--- src/include/dcr_params.svh ---
// Purpose: Constants for the clock, reset and audio input front end
// Assumes: 100 MHz system clock
// Notes: Counts are derived from times where a time is given
`ifndef DCR_PARAMS_SVH
`define DCR_PARAMS_SVH
`define DCR_INIT_CYCLES 11'd1024
`define DCR_RATIO_128 3'd0
`define DCR_RATIO_192 3'd1
`define DCR_RATIO_256 3'd2
`define DCR_RATIO_384 3'd3
`define DCR_RATIO_512 3'd4
`define DCR_RATIO_768 3'd5
`define DCR_FMT_I2S24 3'd4
`define DCR_SLIP_BITS 4'd6
`define DCR_BPZ_SAMPLE 24'h000000
`endif

--- src/include/dcr_pkg.sv ---
// Purpose: Types for the clock, reset and audio input front end
// Assumes: Nothing
// Notes: State codes are one-hot
package dcr_pkg;
    typedef enum logic [2:0] {
        ST_INIT = 3'b001,
        ST_RUN = 3'b010,
        ST_RESYNC = 3'b100
    } dcr_state_e;
    typedef logic [23:0] dcr_sample_t;
endpackage

--- src/include/dcr_sync_if.sv ---
// Purpose: Synchronised pin levels passed from the sampler to the core
// Assumes: All signals on SYS_CLK
// Notes: None
`timescale 1ns/1ns
`default_nettype none
interface dcr_sync_if;
    logic audio_bit_clock;
    logic word_select_clock;
    logic data;
    logic rst_n;
    modport src (output audio_bit_clock, output word_select_clock, output data, output rst_n);
    modport dst (input audio_bit_clock, input word_select_clock, input data, input rst_n);
endinterface
`default_nettype wire

--- src/rtl/dcr_sync.sv ---
// Purpose: Two-stage synchronisers for the audio and reset pins
// Assumes: Pins asynchronous to SYS_CLK
// Notes: First stage is read only by the second
`timescale 1ns/1ns
`default_nettype none
module dcr_sync (
    // Clock and reset
    input wire logic clk,
    input wire logic rst,
    // Raw pins
    input wire logic bck_pin,
    input wire logic word_select_clock_pin,
    input wire logic data_pin,
    input wire logic rst_n_pin,
    // Synchronised levels
    dcr_sync_if.src so
);
    logic [3:0] s1_reg;
    logic [3:0] s2_reg;
    logic [3:0] s1_next;
    logic [3:0] s2_next;

    always_comb begin
        s1_next = {rst_n_pin, data_pin, word_select_clock_pin, bck_pin};
        s2_next = s1_reg;
    end

    always_ff @(posedge clk) begin
        if (rst) begin
            s1_reg <= 4'h0;
            s2_reg <= 4'h0;
        end else begin
            s1_reg <= s1_next;
            s2_reg <= s2_next;
        end
    end

    assign so.audio_bit_clock = s2_reg[0];
    assign so.word_select_clock = s2_reg[1];
    assign so.data = s2_reg[2];
    assign so.rst_n = s2_reg[3];
endmodule
`default_nettype wire

--- src/rtl/dcr_top.sv ---
// Purpose: Clock ratio detect, reset sequencing and serial audio input
// Assumes: SYS_CLK is the converter system clock; link pins are sampled
// Notes:
`timescale 1ns/1ns
`default_nettype none
`include "dcr_params.svh"
module dcr_top #(
    parameter int INIT_CYCLES = 1024
) (
    // System
    input wire logic SYS_CLK,
    input wire logic RST,
    // Audio link
    input wire logic AUDIO_BIT_CLOCK,
    input wire logic WORD_SELECT_CLOCK,
    input wire logic AUDIO_DATA,
    input wire logic EXT_RESET_N,
    // Control port select and readback
    input wire logic CONTROL_PORT_SELECT,
    input wire logic READBACK_DATA,
    output logic CONTROL_READBACK_OUT,
    output logic CONTROL_READBACK_OE_N,
    // Status and samples
    output logic [2:0] CLOCK_RATIO,
    output logic [2:0] AUDIO_FORMAT_FIELD,
    output logic RUNNING,
    output logic [23:0] LEFT_SAMPLE,
    output logic [23:0] RIGHT_SAMPLE,
    output logic SAMPLE_VALID
);
    dcr_sync_if sy();
    dcr_pkg::dcr_state_e state_reg, state_next;
    logic [10:0] init_cnt_reg, init_cnt_next;
    logic bck_d_reg, word_select_clock_d_reg, rstn_d_reg;
    logic [9:0] per_cnt_reg, per_cnt_next;
    logic [9:0] per_ref_reg, per_ref_next;
    logic [2:0] ratio_reg, ratio_next;
    logic [2:0] fmt_reg, fmt_next;
    logic [4:0] bit_cnt_reg, bit_cnt_next;
    logic [7:0] bck_per_reg, bck_per_next;
    logic [7:0] bck_cnt_reg, bck_cnt_next;
    logic [23:0] shift_reg, shift_next;
    logic [23:0] left_reg, left_next, right_reg, right_next;
    logic valid_reg, valid_next;
    logic lr_edge, bck_rise, rst_rise, slip;
    logic [10:0] init_last;
    logic sel_s1_reg, sel_s2_reg;

    dcr_sync u_sync (
        .clk(SYS_CLK),
        .rst(RST),
        .bck_pin(AUDIO_BIT_CLOCK),
        .word_select_clock_pin(WORD_SELECT_CLOCK),
        .data_pin(AUDIO_DATA),
        .rst_n_pin(EXT_RESET_N),
        .so(sy.src)
    );

    // Nearest supported ratio from clocks per word period
    function automatic logic [2:0] pick_ratio(input logic [9:0] n);
        if (n < 10'd160) pick_ratio = `DCR_RATIO_128;
        else if (n < 10'd224) pick_ratio = `DCR_RATIO_192;
        else if (n < 10'd320) pick_ratio = `DCR_RATIO_256;
        else if (n < 10'd448) pick_ratio = `DCR_RATIO_384;
        else if (n < 10'd640) pick_ratio = `DCR_RATIO_512;
        else pick_ratio = `DCR_RATIO_768;
    endfunction

    function automatic logic [9:0] absdiff(input logic [9:0] a, input logic [9:0] b);
        absdiff = (a > b) ? a - b : b - a;
    endfunction

    assign init_last = 11'(INIT_CYCLES - 1);
    assign bck_rise = sy.audio_bit_clock & ~bck_d_reg;
    assign lr_edge = sy.word_select_clock ^ word_select_clock_d_reg;
    assign rst_rise = sy.rst_n & ~rstn_d_reg;
    // Period change in system clocks beyond six bit clocks
    assign slip = lr_edge && sy.word_select_clock && (per_ref_reg != 10'h0)
        && (absdiff(per_cnt_reg, per_ref_reg) > 10'(bck_per_reg * `DCR_SLIP_BITS));

    ////////////////////////////////////////////////////////////////////////
    // Sequencer and ratio detect
    always_comb begin
        state_next = state_reg;
        init_cnt_next = init_cnt_reg;
        fmt_next = fmt_reg;
        per_cnt_next = (per_cnt_reg == 10'h3ff) ? per_cnt_reg : per_cnt_reg + 10'h1;
        per_ref_next = per_ref_reg;
        ratio_next = ratio_reg;
        bck_cnt_next = (bck_cnt_reg == 8'hff) ? bck_cnt_reg : bck_cnt_reg + 8'h1;
        bck_per_next = bck_per_reg;
        if (bck_rise) begin
            bck_per_next = bck_cnt_reg;
            bck_cnt_next = 8'h1;
        end
        if (lr_edge && sy.word_select_clock) begin
            per_cnt_next = 10'h1;
            per_ref_next = per_cnt_reg;
            if (per_cnt_reg != per_ref_reg)
                ratio_next = pick_ratio(per_cnt_reg);
        end
        case (state_reg)
            dcr_pkg::ST_INIT: begin
                init_cnt_next = init_cnt_reg + 11'h1;
                if (init_cnt_reg == init_last) begin
                    state_next = dcr_pkg::ST_RUN;
                    fmt_next = `DCR_FMT_I2S24;
                end
            end
            dcr_pkg::ST_RUN: begin
                if (slip) begin
                    state_next = dcr_pkg::ST_RESYNC;
                    init_cnt_next = 11'h0;
                end
            end
            dcr_pkg::ST_RESYNC: begin
                // Leave once a full period is within six bit clocks of the last one
                if (lr_edge && sy.word_select_clock && !slip && per_ref_reg != 10'h0)
                    state_next = dcr_pkg::ST_RUN;
            end
            default: state_next = dcr_pkg::ST_INIT;
        endcase
        if (!sy.rst_n || rst_rise) begin
            state_next = dcr_pkg::ST_INIT;
            init_cnt_next = 11'h0;
        end
    end

    always_ff @(posedge SYS_CLK) begin
        if (RST) begin
            state_reg <= dcr_pkg::ST_INIT;
            init_cnt_reg <= 11'h0;
            fmt_reg <= `DCR_FMT_I2S24;
            per_cnt_reg <= 10'h0;
            per_ref_reg <= 10'h0;
            ratio_reg <= `DCR_RATIO_256;
            bck_cnt_reg <= 8'h0;
            bck_per_reg <= 8'h0;
            bck_d_reg <= 1'b0;
            word_select_clock_d_reg <= 1'b0;
            rstn_d_reg <= 1'b0;
            sel_s1_reg <= 1'b0;
            sel_s2_reg <= 1'b0;
        end else begin
            state_reg <= state_next;
            init_cnt_reg <= init_cnt_next;
            fmt_reg <= fmt_next;
            per_cnt_reg <= per_cnt_next;
            per_ref_reg <= per_ref_next;
            ratio_reg <= ratio_next;
            bck_cnt_reg <= bck_cnt_next;
            bck_per_reg <= bck_per_next;
            bck_d_reg <= sy.audio_bit_clock;
            word_select_clock_d_reg <= sy.word_select_clock;
            rstn_d_reg <= sy.rst_n;
            sel_s1_reg <= CONTROL_PORT_SELECT;
            sel_s2_reg <= sel_s1_reg;
        end
    end

    ////////////////////////////////////////////////////////////////////////
    // I2S receiver, one bit delay after word clock edge, MSB first
    always_comb begin
        shift_next = shift_reg;
        bit_cnt_next = bit_cnt_reg;
        left_next = left_reg;
        right_next = right_reg;
        valid_next = 1'b0;
        if (lr_edge)
            bit_cnt_next = 5'h0;
        else if (bck_rise) begin
            if (bit_cnt_reg >= 5'd1 && bit_cnt_reg <= 5'd24)
                shift_next = {shift_reg[22:0], sy.data};
            if (bit_cnt_reg != 5'h1f)
                bit_cnt_next = bit_cnt_reg + 5'h1;
        end
        if (lr_edge && bit_cnt_reg >= 5'd25) begin
            if (sy.word_select_clock) left_next = shift_reg;
            else begin
                right_next = shift_reg;
                valid_next = 1'b1;
            end
        end
        if (state_reg != dcr_pkg::ST_RUN) begin
            left_next = `DCR_BPZ_SAMPLE;
            right_next = `DCR_BPZ_SAMPLE;
            valid_next = 1'b0;
        end
    end

    always_ff @(posedge SYS_CLK) begin
        if (RST) begin
            shift_reg <= 24'h0;
            bit_cnt_reg <= 5'h1f;
            left_reg <= 24'h0;
            right_reg <= 24'h0;
            valid_reg <= 1'b0;
        end else begin
            shift_reg <= shift_next;
            bit_cnt_reg <= bit_cnt_next;
            left_reg <= left_next;
            right_reg <= right_next;
            valid_reg <= valid_next;
        end
    end

    // Readback pin: open-drain drives low only when two-wire is selected
    // Select pin is a strap from outside, read only after two flops
    assign CONTROL_READBACK_OUT = sel_s2_reg ? 1'b0 : READBACK_DATA;
    assign CONTROL_READBACK_OE_N = sel_s2_reg ? READBACK_DATA : 1'b0;
    assign CLOCK_RATIO = ratio_reg;
    assign AUDIO_FORMAT_FIELD = fmt_reg;
    assign RUNNING = (state_reg == dcr_pkg::ST_RUN);
    assign LEFT_SAMPLE = left_reg;
    assign RIGHT_SAMPLE = right_reg;
    assign SAMPLE_VALID = valid_reg;

    ////////////////////////////////////////////////////////////////////////
    // Assertions
    property p_init_len;
        @(posedge SYS_CLK) disable iff (RST)
        (state_reg == dcr_pkg::ST_INIT && init_cnt_reg == 11'h0 && sy.rst_n && !rst_rise)
            |-> !RUNNING [*8];
    endproperty
    a_init_len: assert property (p_init_len) else $error("init too short");
    property p_rst_hold;
        @(posedge SYS_CLK) disable iff (RST) !sy.rst_n |=> !RUNNING;
    endproperty
    a_rst_hold: assert property (p_rst_hold) else $error("run during reset");
    property p_fmt_def;
        @(posedge SYS_CLK) disable iff (RST)
        ($past(state_reg) == dcr_pkg::ST_INIT && RUNNING) |-> fmt_reg == `DCR_FMT_I2S24;
    endproperty
    a_fmt_def: assert property (p_fmt_def) else $error("format not default");
    property p_slip;
        @(posedge SYS_CLK) disable iff (RST)
        (RUNNING && slip && sy.rst_n && !rst_rise) |=> !RUNNING ##1 LEFT_SAMPLE == 24'h0;
    endproperty
    a_slip: assert property (p_slip) else $error("no resync on slip");
    property p_bpz;
        @(posedge SYS_CLK) disable iff (RST)
        $past(!RUNNING) |-> (LEFT_SAMPLE == 24'h0 && RIGHT_SAMPLE == 24'h0 && !SAMPLE_VALID);
    endproperty
    a_bpz: assert property (p_bpz) else $error("outputs not zero");
    property p_shift;
        @(posedge SYS_CLK) disable iff (RST)
        (bck_rise && !lr_edge && bit_cnt_reg == 5'd3) |=> shift_reg[0] == $past(sy.data);
    endproperty
    a_shift: assert property (p_shift) else $error("bit not shifted");
    property p_od;
        @(posedge SYS_CLK) disable iff (RST)
        sel_s2_reg |-> (CONTROL_READBACK_OUT == 1'b0);
    endproperty
    a_od: assert property (p_od) else $error("open drain drives high");
    property p_pp;
        @(posedge SYS_CLK) disable iff (RST)
        !sel_s2_reg |-> (!CONTROL_READBACK_OE_N && CONTROL_READBACK_OUT == READBACK_DATA);
    endproperty
    a_pp: assert property (p_pp) else $error("push pull not driven");
    property p_ratio;
        @(posedge SYS_CLK) disable iff (RST)
        (lr_edge && sy.word_select_clock && per_cnt_reg != per_ref_reg) |=> CLOCK_RATIO == pick_ratio($past(per_cnt_reg));
    endproperty
    a_ratio: assert property (p_ratio) else $error("ratio not chosen");
    c_run: cover property (@(posedge SYS_CLK) disable iff (RST) $rose(RUNNING));
    c_valid: cover property (@(posedge SYS_CLK) disable iff (RST) SAMPLE_VALID);
    c_resync: cover property (@(posedge SYS_CLK) disable iff (RST) state_reg == dcr_pkg::ST_RESYNC);
endmodule
`default_nettype wire

--- config.mk ---
export PLATFORM = sky130hd
export DESIGN_NAME = dcr_top
export DESIGN_NICKNAME = d
export VERILOG_FILES = /design/src/include/dcr_pkg.sv /design/src/include/dcr_sync_if.sv /design/src/rtl/dcr_sync.sv /design/src/rtl/dcr_top.sv
export VERILOG_INCLUDE_DIRS = /design/src /design/src/include
export SDC_FILE = /design/constraint.sdc
export NUM_CORES = 1
export LEC_CHECK = 0
export BUFFER_PORTS_ARGS = -buffer_cell sky130_fd_sc_hd__buf_2
export CAP_MARGIN = 15
export CORE_MARGIN = 4
export CORE_UTILIZATION = 40
export CTS_BUF_LIST = sky130_fd_sc_hd__clkbuf_4 sky130_fd_sc_hd__clkbuf_8 sky130_fd_sc_hd__clkbuf_16
export DETAILED_ROUTE_END_ITERATION = 10
export GPL_ROUTABILITY_DRIVEN = 0
export GPL_TIMING_DRIVEN = 0
export SYNTH_ARGS = -nofsm -noshare
export SYNTH_HDL_FRONTEND = slang
export SYNTH_HIERARCHICAL = 1
export SYNTH_SLANG_ARGS = --single-unit
--- constraint.sdc ---
create_clock -name SYS_CLK -period 7.62 [get_ports SYS_CLK]
set_clock_uncertainty 0.1 [all_clocks]
set_input_delay 0.762 -clock SYS_CLK [delete_from_list [all_inputs] [get_ports SYS_CLK]]
set_output_delay 0.762 -clock SYS_CLK [all_outputs]
set_load 0.05 [all_outputs]
==> impl_results.md <==
- Status: finished, final reports clean
- Number of synthesized flops with an enable pin: 0
- Clock buffers created by TritonCTS: 17
- Area of placed instances: 0.007410 mm^2
- Worst IR drop on VDD: 0.1867 mV
- Number of fill cells: 1648
- Flop pwr share: 42.6%
- Xor/xnor cell area share of the yosys netlist: 3.084%
- Setup repair after global routing missed its margin: no
- Synth Area in Adders: 8.775%
- Number of sinks on the clock net: 144
- Total DRC errors in the routed layout: 0
- Starting DRT DRC Count: 277
- CP Launch Type: register
- Synthesis-stage register bit count: 144
- Share of the clock period used by the worst path: 64.23%
- Largest cells by area after synthesis: sky130_fd_sc_hd__dfxtp_1, sky130_fd_sc_hd__ha_1, sky130_fd_sc_hd__nand2_1, sky130_fd_sc_hd__mux2i_1, sky130_fd_sc_hd__a21oi_1
- Vertical die dimension: 138.5 um
- Ports placed on the boundary: 66
- Critical-path cell with the highest stage delay: sky130_fd_sc_hd__or3_1
- Complex-gate fraction of the synthesized area: 14.03%
- CP Class: register to register
- Largest area contributor in the netlist: sky130_fd_sc_hd__dfxtp_1
- Post-detailed-placement half-perimeter wirelength: 11.04 mm
- Area growth from synthesis to layout: 17.75%
- CTS clock-pin slew for the worst setup and hold paths: 70 ps
- Crit path largest cell delay: 460 ps
- F_max: 204.3 MHz
- Maximum root-to-sink buffer count: 2
- Hold buffers post-CTS: 0
- Total setup violations reported at the end of the flow: 0
- Yosys warning total: 6
- Setup TNS: 0 ps
- R2R setup slack: 2730 ps
- Count of port buffers added during placement: 62
- Beginning of the worst register-to-register path: per_cnt_reg[6]$_SDFFE_PP0P_
- Total number of nets in the final design: 934
- Total area of multi-input combinational cells: 0.003645 mm^2
- GRT overflow: 0
- Number of standard cells after synthesis: 797
- Simple-gate share of the synthesized area: 20.49%
- Library cell with the highest instance count after synthesis: sky130_fd_sc_hd__dfxtp_1
- Hold path depth: 1
- Switching power of the nets: 0.4760 mW
- Placement Rows: 47
- Max_cap viols: 0
- Fraction of the yosys area taken by sequential cells: 42.30%
- Antenna cells: 0
- Async set or reset register ratio after synthesis: 0%
- Root buffer cell: sky130_fd_sc_hd__clkbuf_16
- R2R Path End: init_cnt_reg[2]$_SDFFE_PP0P_
- Final antenna-violating net count: 0
- Reported leakage power: 3.334 nW
- Slew HR: 50.26%
- Final standard cell area without fillers: 0.008025 mm^2
- Maximum number of pins on one net before global-route repair: 17
- Total power divided by cell area: 226.0 mW/mm^2
- Number of instances resized during post-cts repair: 0
- Depth of the most critical reg-to-reg path: 18
- Initial antenna violation count: 0
- Avg Synthesized Cell Area: 8.551 um^2
- Effective utilization at floorplan: 40.95%
- Portion of synthesized cell area occupied by the leading cell type: 42.30%
- Count of cell types in the netlist: 58
- Delay-heaviest family, CP: simple AND/OR/NAND/NOR gates
- Switching part of the total power: 26.25%
- Arrival @ worst endpoint: 5100 ps
- WL/cell: 13.55 um
- Number of post-CTS setup repair buffers: 0
- Main combinational cell family by area after synthesis: simple AND/OR/NAND/NOR gates
- Leading cell types by count after synthesis: sky130_fd_sc_hd__dfxtp_1, sky130_fd_sc_hd__nand2_1, sky130_fd_sc_hd__a21oi_1, sky130_fd_sc_hd__nor2_1, sky130_fd_sc_hd__mux2i_1
- Total Routing Usage GR: 15.96%
- Worst hold slack: 338.0 ps
- Source of the worst hold timing path: u_sync/s1_reg[0]$_SDFF_PP0_
- Share of power burned in the clock network: 47.6%
- Top fanout value on the critical path: 10
- Die Area: 0.01919 mm^2
- Clock latency reported for the late side of the worst-skew pair: 420 ps
- Final Max Tran Viols: 0
- Area of the core: 0.01664 mm^2
- Worst hold path type: register to register
- Width of the die: 138.5 um
- Wire length of the first global-routing pass: 25.52 mm
- TritonCTS clock tree: yes
- Deepest level of the CTS H-tree: 4
- Required time worst endpoint: 7830 ps
- Drt total wl: 15.08 mm
- DRT Pass-1 Iters: 4
- Via count of the first global-routing pass: 5262
- Dominant synthesized flop cell: sky130_fd_sc_hd__dfxtp_1
- Sequential cell area in the final layout: 0.002883 mm^2
- Hold path endpoint: u_sync/s2_reg[0]$_SDFF_PP0_
- Overall power: 1.813 mW
- Multiplexer share of the synthesized area: 6.940%
- Measured slew at the worst slew-check pin: 746.1 ps
- Number of failing hold endpoints at the final stage: 0
- Via density per instance: 5.022
- Proportion of layout cells with a drive suffix above 1: 13.10%
- Combinational cell fraction of total power: 9.9%
- Final critical-path required period: 4894 ps
- Cell chain of the critical path: clkbuf_1 > inv_1 > ha_1 > nand4_1 > or3_1 > o2111ai_1 > nand3_1 > buf_2 > mux2_1 > xnor2_1 > ha_1 > nand4_1 > or3_1 > nor4b_2 > a21oi_2 > buf_2 > nor2b_1 > o21a_1
- Total internal power: 1.337 mW
- Buf/Inv on CP: 4
- Vias: 5589
- Critical Path Sink Type: register
- Post-synth design cell area: 0.006815 mm^2
-- power by group through the flow --
stage / clock network (mW) / registers [mW] / logic (mW)
after global routing: 0.915 / 0.773 / 0.203
after global placement: 0 / 0.789 / 0.177
after detailed placement: 0 / 0.789 / 0.180
after CTS: 0.882 / 0.772 / 0.181
final: 0.862 / 0.772 / 0.179
after floorplan: 0 / 0.788 / 0.139
-- cell families (layout without fill, tap and decap cells) --
family,count (synthesis),in the layout
XOR/XNOR,24,24
other,2,3
multiplexers,47,47
flip-flops,144,144
buffers and inverters,72,167
AO/OA/AOI/OAI,159,159
adder cells (fa/ha/maj),46,46
AND/OR/NAND/NOR,303,303
-- stage by stage --
stage | setup slack [ps] | instances | util, %
2_1_floorplan | 3339 | 798 | -
3_3_place_gp | 2737 | 1080 | 44.49
3_5_place_dp | 2723 | 1081 | 44.52
4_1_cts | 2705 | 1113 | 48.22
5_1_grt | 2446 | 1113 | 48.22
6_report | 2726 | 1113 | 48.22
-- worst max-delay path by stage --
stage	start	end	slack [ps]	cells after the start
2_1_floorplan	per_cnt_reg[4]$_SDFFE_PP0P_	init_cnt_reg[5]$_SDFFE_PP0P_	3340	16
3_3_place_gp	per_cnt_reg[6]$_SDFFE_PP0P_	init_cnt_reg[2]$_SDFFE_PP0P_	2740	18
3_5_place_dp	per_cnt_reg[6]$_SDFFE_PP0P_	init_cnt_reg[2]$_SDFFE_PP0P_	2720	18
4_1_cts	per_cnt_reg[6]$_SDFFE_PP0P_	init_cnt_reg[2]$_SDFFE_PP0P_	2710	18
5_1_grt	per_cnt_reg[4]$_SDFFE_PP0P_	init_cnt_reg[2]$_SDFFE_PP0P_	2450	18
6_report	per_cnt_reg[6]$_SDFFE_PP0P_	init_cnt_reg[2]$_SDFFE_PP0P_	2730	18
-- layout by cell type, fill, tap and decap left out, drive strengths merged, types with 10 or more instances in the layout --
cell type  synthesis  layout
dfxtp            144     144
nand2            133     133
a21oi             90      90
buf               11      74
nor2              67      67
clkbuf            31      48
mux2i             45      45
ha                43      43
inv               30      39
o21ai             23      23
nand3             19      19
xnor2             16      16
nor2b             16      16
nor3              12      12
a21o              11      11
nand2b            10      10
-- metal layers --
metal	track usage [%]	wire length, um	vias to the layer above
met1	21.26	7472	2602
met5	0	0	-
met2	25.13	6761	82
met4	4.784	235	0
li1	-	-	2885
met3	4.759	615	20
-- final cells by class --
cell class,count,area share (%)
multi-input combinational,582,45.42
sequential,144,35.92
clock buffer,17,5.301
timing repair buffer,63,3.929
tap,220,3.430
clock inverter,15,2.370
buffer,42,2.230
inverter,30,1.403
Note: power is estimated with default switching activity, not from simulation.
